[src/include/servo_pkg.sv]
// Package for the multi-channel servo pulse generator.
// Assumes an 8-bit I/O register port driven by the embedded core.
package servo_pkg;

  // ==========================================================
  // Register map
  localparam logic [7:0] ADDR_CONTROL = 8'hfb;
  localparam logic [7:0] ADDR_WIDTH_LOW = 8'hfc;
  localparam logic [7:0] ADDR_WIDTH_HIGH = 8'hfd;
  localparam logic [7:0] RESET_BYTE = 8'h00;

  // ==========================================================
  // Control register fields and channel, timer and width sizes
  localparam int ENABLE_POS = 7;
  localparam int DISABLE_POS = 6;
  localparam int UPDATE_POS = 5;
  localparam int CHAN_LSB = 0;
  localparam int CHAN_WIDTH = 5;
  localparam int NUM_PINS = 32;
  localparam int NUM_TIMERS = 16;
  localparam int PULSE_BITS = 12;
  localparam int HIGH_BITS = 4;

  // ==========================================================
  // Timing
  localparam int CLOCK_HZ = 25000000;
  localparam int TICK_US = 1;
  localparam int TICK_CYCLES = CLOCK_HZ / 1000000 * TICK_US;
  localparam int FRAME_US = 20000;
  localparam logic [14:0] FRAME_LAST = 15'(FRAME_US - 1);
  localparam logic [4:0] TICK_LAST = 5'(TICK_CYCLES - 1);

  // One register access from the core.
  typedef struct packed {
    logic wr;
    logic rd;
    logic [7:0] addr;
    logic [7:0] wdata;
  } reg_access_s;

  // One timer's programming request.
  typedef struct packed {
    logic load;
    logic [PULSE_BITS-1:0] width;
  } timer_load_s;

endpackage

[src/verilog/servo_pulse_generator.sv]
// Multi-channel servo pulse generator behind three core I/O registers.
// Assumes a synchronous register port from the core on the same clock.
//
// Functional notes
// - Width registers give pulse length in microseconds.
// - Update strobe loads width into selected channel.
// - Enable with update starts channel at load.
// - Disable strobe without enable stops channel.
// - Neither bit set keeps channel state unchanged.
// - Disable and update strobes always read zero.
// - Enable bit reads selected channel's enable state.
// - Channel number maps directly to pin number.
// - Many pins pulse at once, up to sixteen distinct widths.
// - Codes sixteen apart share one timer.
`timescale 1ns/1ps
module servo_pulse_generator
  import servo_pkg::*;
(
  input wire logic i_ref_clk,
  input wire logic i_reset_n,
  input wire logic i_reg_wr,
  input wire logic i_reg_rd,
  input wire logic [7:0] i_reg_addr,
  input wire logic [7:0] i_reg_wdata,
  output logic [7:0] o_reg_rdata,
  output logic o_reg_hit,
  output logic [NUM_PINS-1:0] o_servo_pin
);

  typedef enum logic [1:0] {
    FRAME_IDLE = 2'b01,
    FRAME_RUN = 2'b10
  } frame_state_e;

  reg_access_s access;
  logic [7:0] pulse_width_low;
  logic [HIGH_BITS-1:0] pulse_width_high;
  logic [CHAN_WIDTH-1:0] channel_select;
  logic [NUM_PINS-1:0] pin_enable;
  logic [4:0] tick_count;
  logic tick;
  logic [14:0] frame_count;
  logic frame_start;
  frame_state_e frame_state;
  logic control_write;
  logic enable_bit;
  logic disable_strobe;
  logic update_strobe;
  logic [CHAN_WIDTH-1:0] write_chan;
  logic [NUM_TIMERS-1:0] timer_pulse;

  // ==========================================================
  // Register access decode
  // The port is same-clock logic, so no synchroniser is used.
  assign access = '{wr: i_reg_wr, rd: i_reg_rd, addr: i_reg_addr, wdata: i_reg_wdata};
  assign control_write = access.wr && (access.addr == ADDR_CONTROL);
  assign enable_bit = access.wdata[ENABLE_POS];
  assign disable_strobe = access.wdata[DISABLE_POS];
  assign update_strobe = access.wdata[UPDATE_POS];
  assign write_chan = access.wdata[CHAN_LSB +: CHAN_WIDTH];

  // Width low byte is a plain read/write register.
  always_ff @(posedge i_ref_clk or negedge i_reset_n) begin
    if (!i_reset_n) begin
      pulse_width_low <= RESET_BYTE;
    end else if (access.wr && access.addr == ADDR_WIDTH_LOW) begin
      pulse_width_low <= access.wdata;
    end
  end

  // Width high register keeps only its low nibble; upper bits read zero.
  always_ff @(posedge i_ref_clk or negedge i_reset_n) begin
    if (!i_reset_n) begin
      pulse_width_high <= '0;
    end else if (access.wr && access.addr == ADDR_WIDTH_HIGH) begin
      pulse_width_high <= access.wdata[HIGH_BITS-1:0];
    end
  end

  // The channel field is stored; the strobes are never stored.
  always_ff @(posedge i_ref_clk or negedge i_reset_n) begin
    if (!i_reset_n) begin
      channel_select <= '0;
    end else if (control_write) begin
      channel_select <= write_chan;
    end
  end

  // ==========================================================
  // Per-pin enable state
  // When enable and disable are written together, disable is ignored; enable still needs update to set.
  always_ff @(posedge i_ref_clk or negedge i_reset_n) begin
    if (!i_reset_n) begin
      pin_enable <= '0;
    end else if (control_write) begin
      if (enable_bit && update_strobe) begin
        pin_enable[write_chan] <= 1'b1;
      end else if (!enable_bit && disable_strobe) begin
        pin_enable[write_chan] <= 1'b0;
      end
      // Otherwise the enable state is left alone.
    end
  end

  // ==========================================================
  // Read data
  // Strobe positions always read zero. Reads have no side effects.
  always_ff @(posedge i_ref_clk or negedge i_reset_n) begin
    if (!i_reset_n) begin
      o_reg_rdata <= RESET_BYTE;
    end else if (access.rd) begin
      case (access.addr)
        ADDR_CONTROL: begin
          o_reg_rdata <= {pin_enable[channel_select], 2'b00, channel_select};
        end
        ADDR_WIDTH_LOW: begin
          o_reg_rdata <= pulse_width_low;
        end
        ADDR_WIDTH_HIGH: begin
          o_reg_rdata <= {4'h0, pulse_width_high};
        end
        default: begin
          o_reg_rdata <= RESET_BYTE;
        end
      endcase
    end
  end

  // Hit flag tells the core's read mux that this block answered.
  assign o_reg_hit = access.addr == ADDR_CONTROL || access.addr == ADDR_WIDTH_LOW
    || access.addr == ADDR_WIDTH_HIGH;

  // ==========================================================
  // Microsecond tick divider
  always_ff @(posedge i_ref_clk or negedge i_reset_n) begin
    if (!i_reset_n) begin
      tick_count <= '0;
    end else if (tick_count == TICK_LAST) begin
      tick_count <= '0;
    end else begin
      tick_count <= tick_count + 5'h01;
    end
  end

  assign tick = (tick_count == TICK_LAST);

  // ==========================================================
  // Frame sequencer
  // The first frame starts one cycle after reset so timers begin in step.
  always_ff @(posedge i_ref_clk or negedge i_reset_n) begin
    if (!i_reset_n) begin
      frame_state <= FRAME_IDLE;
      frame_count <= '0;
    end else begin
      case (frame_state)
        FRAME_IDLE: begin
          frame_state <= FRAME_RUN;
          frame_count <= '0;
        end
        FRAME_RUN: begin
          if (tick) begin
            frame_count <= (frame_count == FRAME_LAST) ? 15'h0000 : frame_count + 15'h0001;
          end
        end
        default: begin
          frame_state <= FRAME_IDLE;
        end
      endcase
    end
  end

  // Frame boundary: the first frame, then each 20 ms wrap.
  assign frame_start = (frame_state == FRAME_IDLE)
    || (tick && frame_count == FRAME_LAST);

  // ==========================================================
  // Shared timers
  // Only sixteen timers exist, so codes sixteen apart share a width.
  // The later write simply overwrites the shared pending width.
  for (genvar t = 0; t < NUM_TIMERS; t++) begin : g_timer
    timer_load_s load;
    assign load.load = control_write && update_strobe
      && (write_chan[3:0] == 4'(t));
    assign load.width = {pulse_width_high, pulse_width_low};

    servo_timer u_timer (
      .i_ref_clk(i_ref_clk),
      .i_reset_n(i_reset_n),
      .i_tick(tick),
      .i_frame_start(frame_start),
      .i_load(load),
      .o_pulse(timer_pulse[t])
    );
  end

  // ==========================================================
  // Pin drive
  // Pin n is channel n; each pin is gated by its own enable.
  // Registered so pins never glitch from decode logic.
  always_ff @(posedge i_ref_clk or negedge i_reset_n) begin
    if (!i_reset_n) begin
      o_servo_pin <= '0;
    end else begin
      for (int p = 0; p < NUM_PINS; p++) begin
        o_servo_pin[p] <= pin_enable[p] && timer_pulse[p % NUM_TIMERS];
      end
    end
  end

endmodule

[src/verilog/servo_timer.sv]
// One shared pulse timer: holds a width, counts it out each frame.
// Assumes a common frame-start and microsecond-tick pulse from the top.
`timescale 1ns/1ps
module servo_timer
  import servo_pkg::*;
(
  input wire logic i_ref_clk,
  input wire logic i_reset_n,
  input wire logic i_tick,
  input wire logic i_frame_start,
  input wire timer_load_s i_load,
  output logic o_pulse
);

  logic [PULSE_BITS-1:0] pending;
  logic [PULSE_BITS-1:0] remain;

  // ==========================================================
  // Width staging
  // A new width waits in pending so a running pulse is never cut short.
  always_ff @(posedge i_ref_clk or negedge i_reset_n) begin
    if (!i_reset_n) begin
      pending <= '0;
    end else if (i_load.load) begin
      pending <= i_load.width;
    end
  end

  // ==========================================================
  // Pulse counter
  // The pulse is high while the microsecond countdown is nonzero.
  // The staged width is adopted only at the frame boundary.
  always_ff @(posedge i_ref_clk or negedge i_reset_n) begin
    if (!i_reset_n) begin
      remain <= '0;
      o_pulse <= 1'b0;
    end else if (i_frame_start) begin
      remain <= pending;
      o_pulse <= (pending != '0);
    end else if (i_tick && remain != '0) begin
      remain <= remain - 1'b1;
      o_pulse <= (remain != 12'h001);
    end
  end

endmodule

[config.mk]
export PLATFORM = sky130hd
export DESIGN_NAME = servo_pulse_generator
export DESIGN_NICKNAME = d
export VERILOG_FILES = /design/src/include/servo_pkg.sv /design/src/verilog/servo_pulse_generator.sv /design/src/verilog/servo_timer.sv
export SDC_FILE = /design/constraint.sdc
export NUM_CORES = 1
export LEC_CHECK = 0
export BUFFER_PORTS_ARGS = -buffer_cell sky130_fd_sc_hd__buf_4
export CAP_MARGIN = 20
export CORE_UTILIZATION = 33
export CTS_CLUSTER_SIZE = 10
export DETAILED_ROUTE_END_ITERATION = 8
export PLACE_DENSITY = 0.55
export SETUP_SLACK_MARGIN = 0.15
export SLEW_MARGIN = 40
export SYNTH_ARGS = -nofsm -noshare
export SYNTH_HDL_FRONTEND = slang
export SYNTH_SLANG_ARGS = --single-unit
[constraint.sdc]
create_clock -name i_ref_clk -period 3.55 [get_ports i_ref_clk]
set_input_delay 0.71 -clock i_ref_clk [delete_from_list [all_inputs] [get_ports i_ref_clk]]
set_output_delay 0.71 -clock i_ref_clk [all_outputs]
set_load 0.01 [all_outputs]
==> results of run 1 <==
## layout by cell type (no fill, tap or decap), types with 20 or more instances in the layout
cell and count:
nor3_1 68, xnor2_1 76, and2_1 38, nand3_1 67
xor2_1 63, nor2_1 117, buf_4 112, inv_1 54
clkbuf_16 59, nand4_1 28, dfrtp_1 508, a21oi_1 36
ha_1 51, mux2_2 248, nand2_1 280, o21ai_0 191
nor2b_1 20, nor4_1 97, a31oi_1 22, mux2i_1 26
## routing by layer
layer / track usage / vias up
li1: - / 8416
met1: 0.225 / 9072
met2: 0.280 / 306
met3: 0.0200 / 79
met4: 0.0418 / 0
met5: 0 / -
## state kept, by name, indices dropped and copies added (netlist names), named ones only
| signal | cells |
|---|---|
| frame_state | 2 |
| pulse_width_low | 8 |
| o_servo_pin | 32 |
| g_timer.u_timer.o_pulse | 16 |
| pulse_width_high | 4 |
| channel_select | 5 |
| g_timer.u_timer.pending | 192 |
| g_timer.u_timer.remain | 192 |
| tick_count | 5 |
| o_reg_rdata | 8 |
| frame_count | 15 |
## power breakdown
group,internal (mW),total [mW],switching [mW]
Clock,3.10,5.44,2.34
Combinational,0.0753,0.298,0.223
Sequential,5.84,5.88,0.0406
## worst max-delay path, cell delays in order, from the launching register on
cell	delay [ns]
dfrtp_1	0.37
ha_1	0.22
and4_1	0.24
and4_1	0.49
a21o_4	0.49
buf_12	0.34
a311oi_1	0.08
a21o_1	0.17
## cell families (layout without fill, tap and decap cells)
group	Yosys count	after routing	synth area share
xor+xnor	139	139	0.0490
fa+ha+maj	51	51	0.0257
buf+inv	173	255	0.0287
mux	278	278	0.127
flops	511	511	0.515
compound gates	327	327	0.0777
other cells	0	1	0
simple gates	853	853	0.177
## metrics by stage
step	hold WS [ns]	worst slack, ns	area, µm²
finish	0.0718	0.974	28300
global route	0.120	0.766	28300
CTS	0.0981	0.959	28300
detailed placement	0.469	0.725	26600
global placement	0.457	0.702	26600
floorplan	0.414	1.25	24800
## worst paths after layout
path	startpoint	endpoint	slack, ns
min in group i_ref_clk	i_reg_wdata[6]	pulse_width_low[6]	0.36
setup reg to reg	frame_count[0]	g_timer[2].u_timer.remain[3]	0.97
hold reg to reg	frame_count[11]	frame_count[11]	0.48
hold / removal	i_reset_n	g_timer[10].u_timer.remain[2]	0.07
max in group asynchronous	i_reset_n	g_timer[2].u_timer.remain[2]	2.43
setup / recovery	frame_count[0]	g_timer[2].u_timer.remain[3]	0.97
## final cells by class
cell class,instances,share of cell area
multi-input cells,1648,0.402
clock inverters,4,0.00248
repair buffers,123,0.0374
inverters,54,0.00717
diodes,1,0.0000886
flip-flops and latches,511,0.453
well taps,969,0.0429
clock buffers,74,0.0553
==> flow_summary.ini, run 1 <==
[synth]
ys_warn_count = 0
syn_nets = 2403
netlist_instances = 2332
yosysMostFrequentCell = dfrtp_1
synth_area_leaders = dfrtp_1 51%, mux2_2 11%, nand2_1 4.2%
synth.distinct_cells = 76
synth-main-ff-cell = dfrtp_1
synth_edf_count = 0
syn_avg_cell_area_um2 = 10.7
synth_top_area_frac = 0.514
synth_top_area_cell = dfrtp_1
synth_seq_cells = 511
ys_seq_area_frac = 0.515
syn_area_um2 = 24800
async_flop_share = 1.00
synth_commonest_cells = 510 x dfrtp_1, 280 x nand2_1, 248 x mux2_2

[pwr]
ir_drop_uv = 400
power_mw = 11.6
cellPowerDensity_nw_per_um2 = 411
p_leak_nw = 13.1

[clocking]
cts.clk_slew.worst_paths_ns = 0.06
holdBufCountCts = 0
clock_sinks = 511
htreeDepth = 2
cts_tree = yes
cts_setup_buffers = 0
clk_latency_ns = 0.63
cts_resized = 0
numCtsBuffers = 58
root_buffer = clkbuf_16
cts_buffer_depth = 3

[grt]
grt_overflow = 0
grt_pass1_vias = 18205
grt_pass1_wl_um = 103000
grt_max_degree = 89
antenna_found_initial = 4
grt.total_usage = 0.166

[timing]
clock_skew_ns = 0.0290
finalSetupTns_ns = 0
min_period_ns = 2.58
fmax_mhz = 388
min_period_over_period = 0.726
hold_viol_final = 0
max_slew_margin = 0.472
worst_pin_slew_ns = 0.793
report.final.slew_viol_count = 0
setup_viol = 0
rsz0062_at_grt = false

[floorplan]
initial_core_util = 0.334
num_rows = 100
die_width_um = 276
dieArea_um2 = 76400
die_h_um = 276
io_pins = 61
fp.coreArea_um2 = 74400

[setup_path]
worst_setup_path_start_kind = flop
path_class = flop to flop
path_max_fanout = 88
endpoint_kind = flop
r2r_cells = 7
cp.arrival_ns = 3.09
required_ns = 4.07

[routing]
dr.pass1.iters = 5
drt_iter0_markers = 1223
num_vias = 17873
via_per_inst = 5.28
top_layer = met4
ant_nets = 0
wl_per_cell_um = 18.7
met3WireLength_um = 2280
drc = 0
wl_met1_um = 29200
drt_wl_total_um = 63400
met2_wirelength_um = 30800

[placed_design]
place_hpwl_um = 41800
io_buffers = 60
place_congestion = 0.874
placed_cells = 3305

[final_layout]
drive_gt1_frac = 0.196
nNetsFinal = 2467
multi_input_area_um2 = 11400
area_delta_synth_final_pct = 13.8
n_fill_cell = 7300
fin_util = 0.380
seqCellArea_um2 = 12800
final_cells = 3384

[worst_hold_path]
hold_path.class = primary input to asynchronous set/reset pin

[run_status]
outcome = complete, no violations

[run]
maxCapViolCount = 0
Note: power is estimated with default switching activity, not from simulation.
==> inputs of run 2 (changes only) <==
--- a/config.mk
+++ b/config.mk
@@ -10,7 +10,7 @@
 export CORE_UTILIZATION = 33
 export CTS_CLUSTER_SIZE = 10
 export DETAILED_ROUTE_END_ITERATION = 8
-export PLACE_DENSITY = 0.55
+export PLACE_DENSITY = 0.56
 export SETUP_SLACK_MARGIN = 0.15
 export SLEW_MARGIN = 40
 export SYNTH_ARGS = -nofsm -noshare
==> constraint.sdc (replaced) <==
create_clock -name i_ref_clk -period 2.3 [get_ports i_ref_clk]
set_input_delay 0.46 -clock i_ref_clk [delete_from_list [all_inputs] [get_ports i_ref_clk]]
set_output_delay 0.46 -clock i_ref_clk [all_outputs]
set_load 0.01 [all_outputs]
==> run 2 against run 1 <==
Net effect:
- critical path depth increased by 1
- clock-buffer cell count is 2 higher
- clock skew barely moved
- sequential cell count unchanged
- non-clock buffer count increased by 108
- largest power group unchanged
==> flow_summary.ini, run 2 (synthesis gave the netlist of run 1 again) <==
[timing]
max_slew_margin = 0.445
clock_skew_ns = 0.0291
worst_pin_slew_ns = 0.825
min_period_ns = 2.15
min_period_over_period = 0.935
hold_viol_final = 0
setup_viol = 0
rsz0062_at_grt = true
report.final.slew_viol_count = 0
fmax_mhz = 465
whs_ns = 0.105

[pwr]
cellPowerDensity_nw_per_um2 = 610
power_mw = 18.2
p_leak_nw = 13.9
ir_drop_uv = 522

[setup_path]
path_class = flop to flop
r2r_end = frame_count[0]
worst_setup_path_start_kind = flop
critical-path-slowest-cell = or3_4
cpLargestDelayFamily = simple AND/OR/NAND/NOR gates
path_max_fanout = 7
required_ns = 2.78
crit_start = tick_count[0]
r2r_cells = 8
reg2reg_from = tick_count[0]
rrSetupSlack_ns = 0.15
slowest_delay_ns = 0.42
cp.arrival_ns = 2.63
crit_path_cell_trace = inv_2, ha_4, nand4b_1, buf_4, or3_4, a21boi_4, buf_6, mux2_4
worstPathBufferInverterCount = 3
endpoint_kind = flop

[placed_design]
place_congestion = 0.869
place_hpwl_um = 44500
placed_cells = 3379
io_buffers = 60

[run]
maxCapViolCount = 0

[run_status]
outcome = complete, no violations

[clocking]
clk_latency_ns = 0.62
clock_sinks = 511
cts.clk_slew.worst_paths_ns = 0.05
cts_tree = yes
cts_buffer_depth = 3
htreeDepth = 2
numCtsBuffers = 59
root_buffer = clkbuf_16

[grt]
grt_pass1_wl_um = 107000
grt_overflow = 0
grt_pass1_vias = 18954
grt.total_usage = 0.173
grt_max_degree = 63
antenna_found_initial = 1

[worst_hold_path]
min-delay-start = i_reg_wdata[5]
hold_path.class = primary input to flop
hold_path_end = pulse_width_low[5]
hold_depth = 2

[routing]
wl_per_cell_um = 19.2
via_per_inst = 5.32
dr.pass1.iters = 8
drt_iter0_markers = 1086
num_vias = 18591
drc = 0
drt_wl_total_um = 67200
ant_nets = 0

[floorplan]
fp.coreArea_um2 = 74400
dieArea_um2 = 76400
die_width_um = 276
die_h_um = 276
num_rows = 100
io_pins = 61
initial_core_util = 0.334

[final_layout]
final_cells = 3493
drive_gt1_frac = 0.252
final_cell_mix = 506 x dfrtp_1, 280 x nand2_1, 247 x mux2_2, 189 x buf_4, 173 x o21ai_0
nNetsFinal = 2577
area_delta_synth_final_pct = 20.0
antenna_cells = 0
layout_commonest_cell = dfrtp_1
seqCellArea_um2 = 12800
reg.largest.list = g_timer.u_timer.pending x192, g_timer.u_timer.remain x192, o_servo_pin x32
fin_util = 0.400
n_fill_cell = 7122
multi_input_area_um2 = 11700
-- run 2: through the flow --
stage          setup slack (ns)  cell area (µm²)  TNS, ns
6_report                  0.149            29800        0
5_1_grt                  0.0863            29800        0
4_1_cts                   0.122            29200        0
3_5_place_dp            -0.0669            27400    -1.70
3_3_place_gp            -0.0579            27400    -1.59
2_1_floorplan             0.219            24800        0
-- run 2: worst max path at each step --
stage | end | cells past startpoint
after floorplan | g_timer[15].u_timer.remain[10] | 10
after global placement | g_timer[12].u_timer.pending[5] | 7
after detailed placement | g_timer[12].u_timer.pending[10] | 7
after CTS | g_timer[7].u_timer.remain[9] | 7
after global routing | g_timer[5].u_timer.remain[2] | 8
final | frame_count[0] | 8
-- run 2: area by class of cell --
class,instances,area share
clock buffers,76,0.0554
flip-flops and latches,511,0.429
well taps,969,0.0407
clock inverters,3,0.00185
inverters,54,0.00680
multi-input cells,1649,0.393
repair buffers,231,0.0730
-- run 2: layer usage --
metal  part of all wire  up-vias  wire length [µm]  GRT usage
li1                   -     8650                 -          -
met1               0.45     9450             30200      0.232
met2               0.48      369             32500      0.293
met3              0.037      122              2490     0.0201
met4              0.028        0              1910     0.0513
met5                  0        -                 0          0
-- run 2: power by group --
group | total, mW | internal [mW] | leakage [nW] | switching (mW)
clock network | 8.61 | 5.03 | 0.838 | 3.58
logic | 0.492 | 0.132 | 6.00 | 0.360
registers | 9.07 | 9.02 | 7.10 | 0.0536
total | 18.2 | 14.2 | 13.9 | 3.99
-- run 2: what timing repair did --
item                                    in CTS  in global routing
hold buffers                                 1                  0
resized for setup                            6                100
gates cloned                                 1                  8
setup buffers                                6                 19
endpoints found under the setup margin      49                147
hold endpoints to repair                    41                  0
pin swaps                                    4                 18
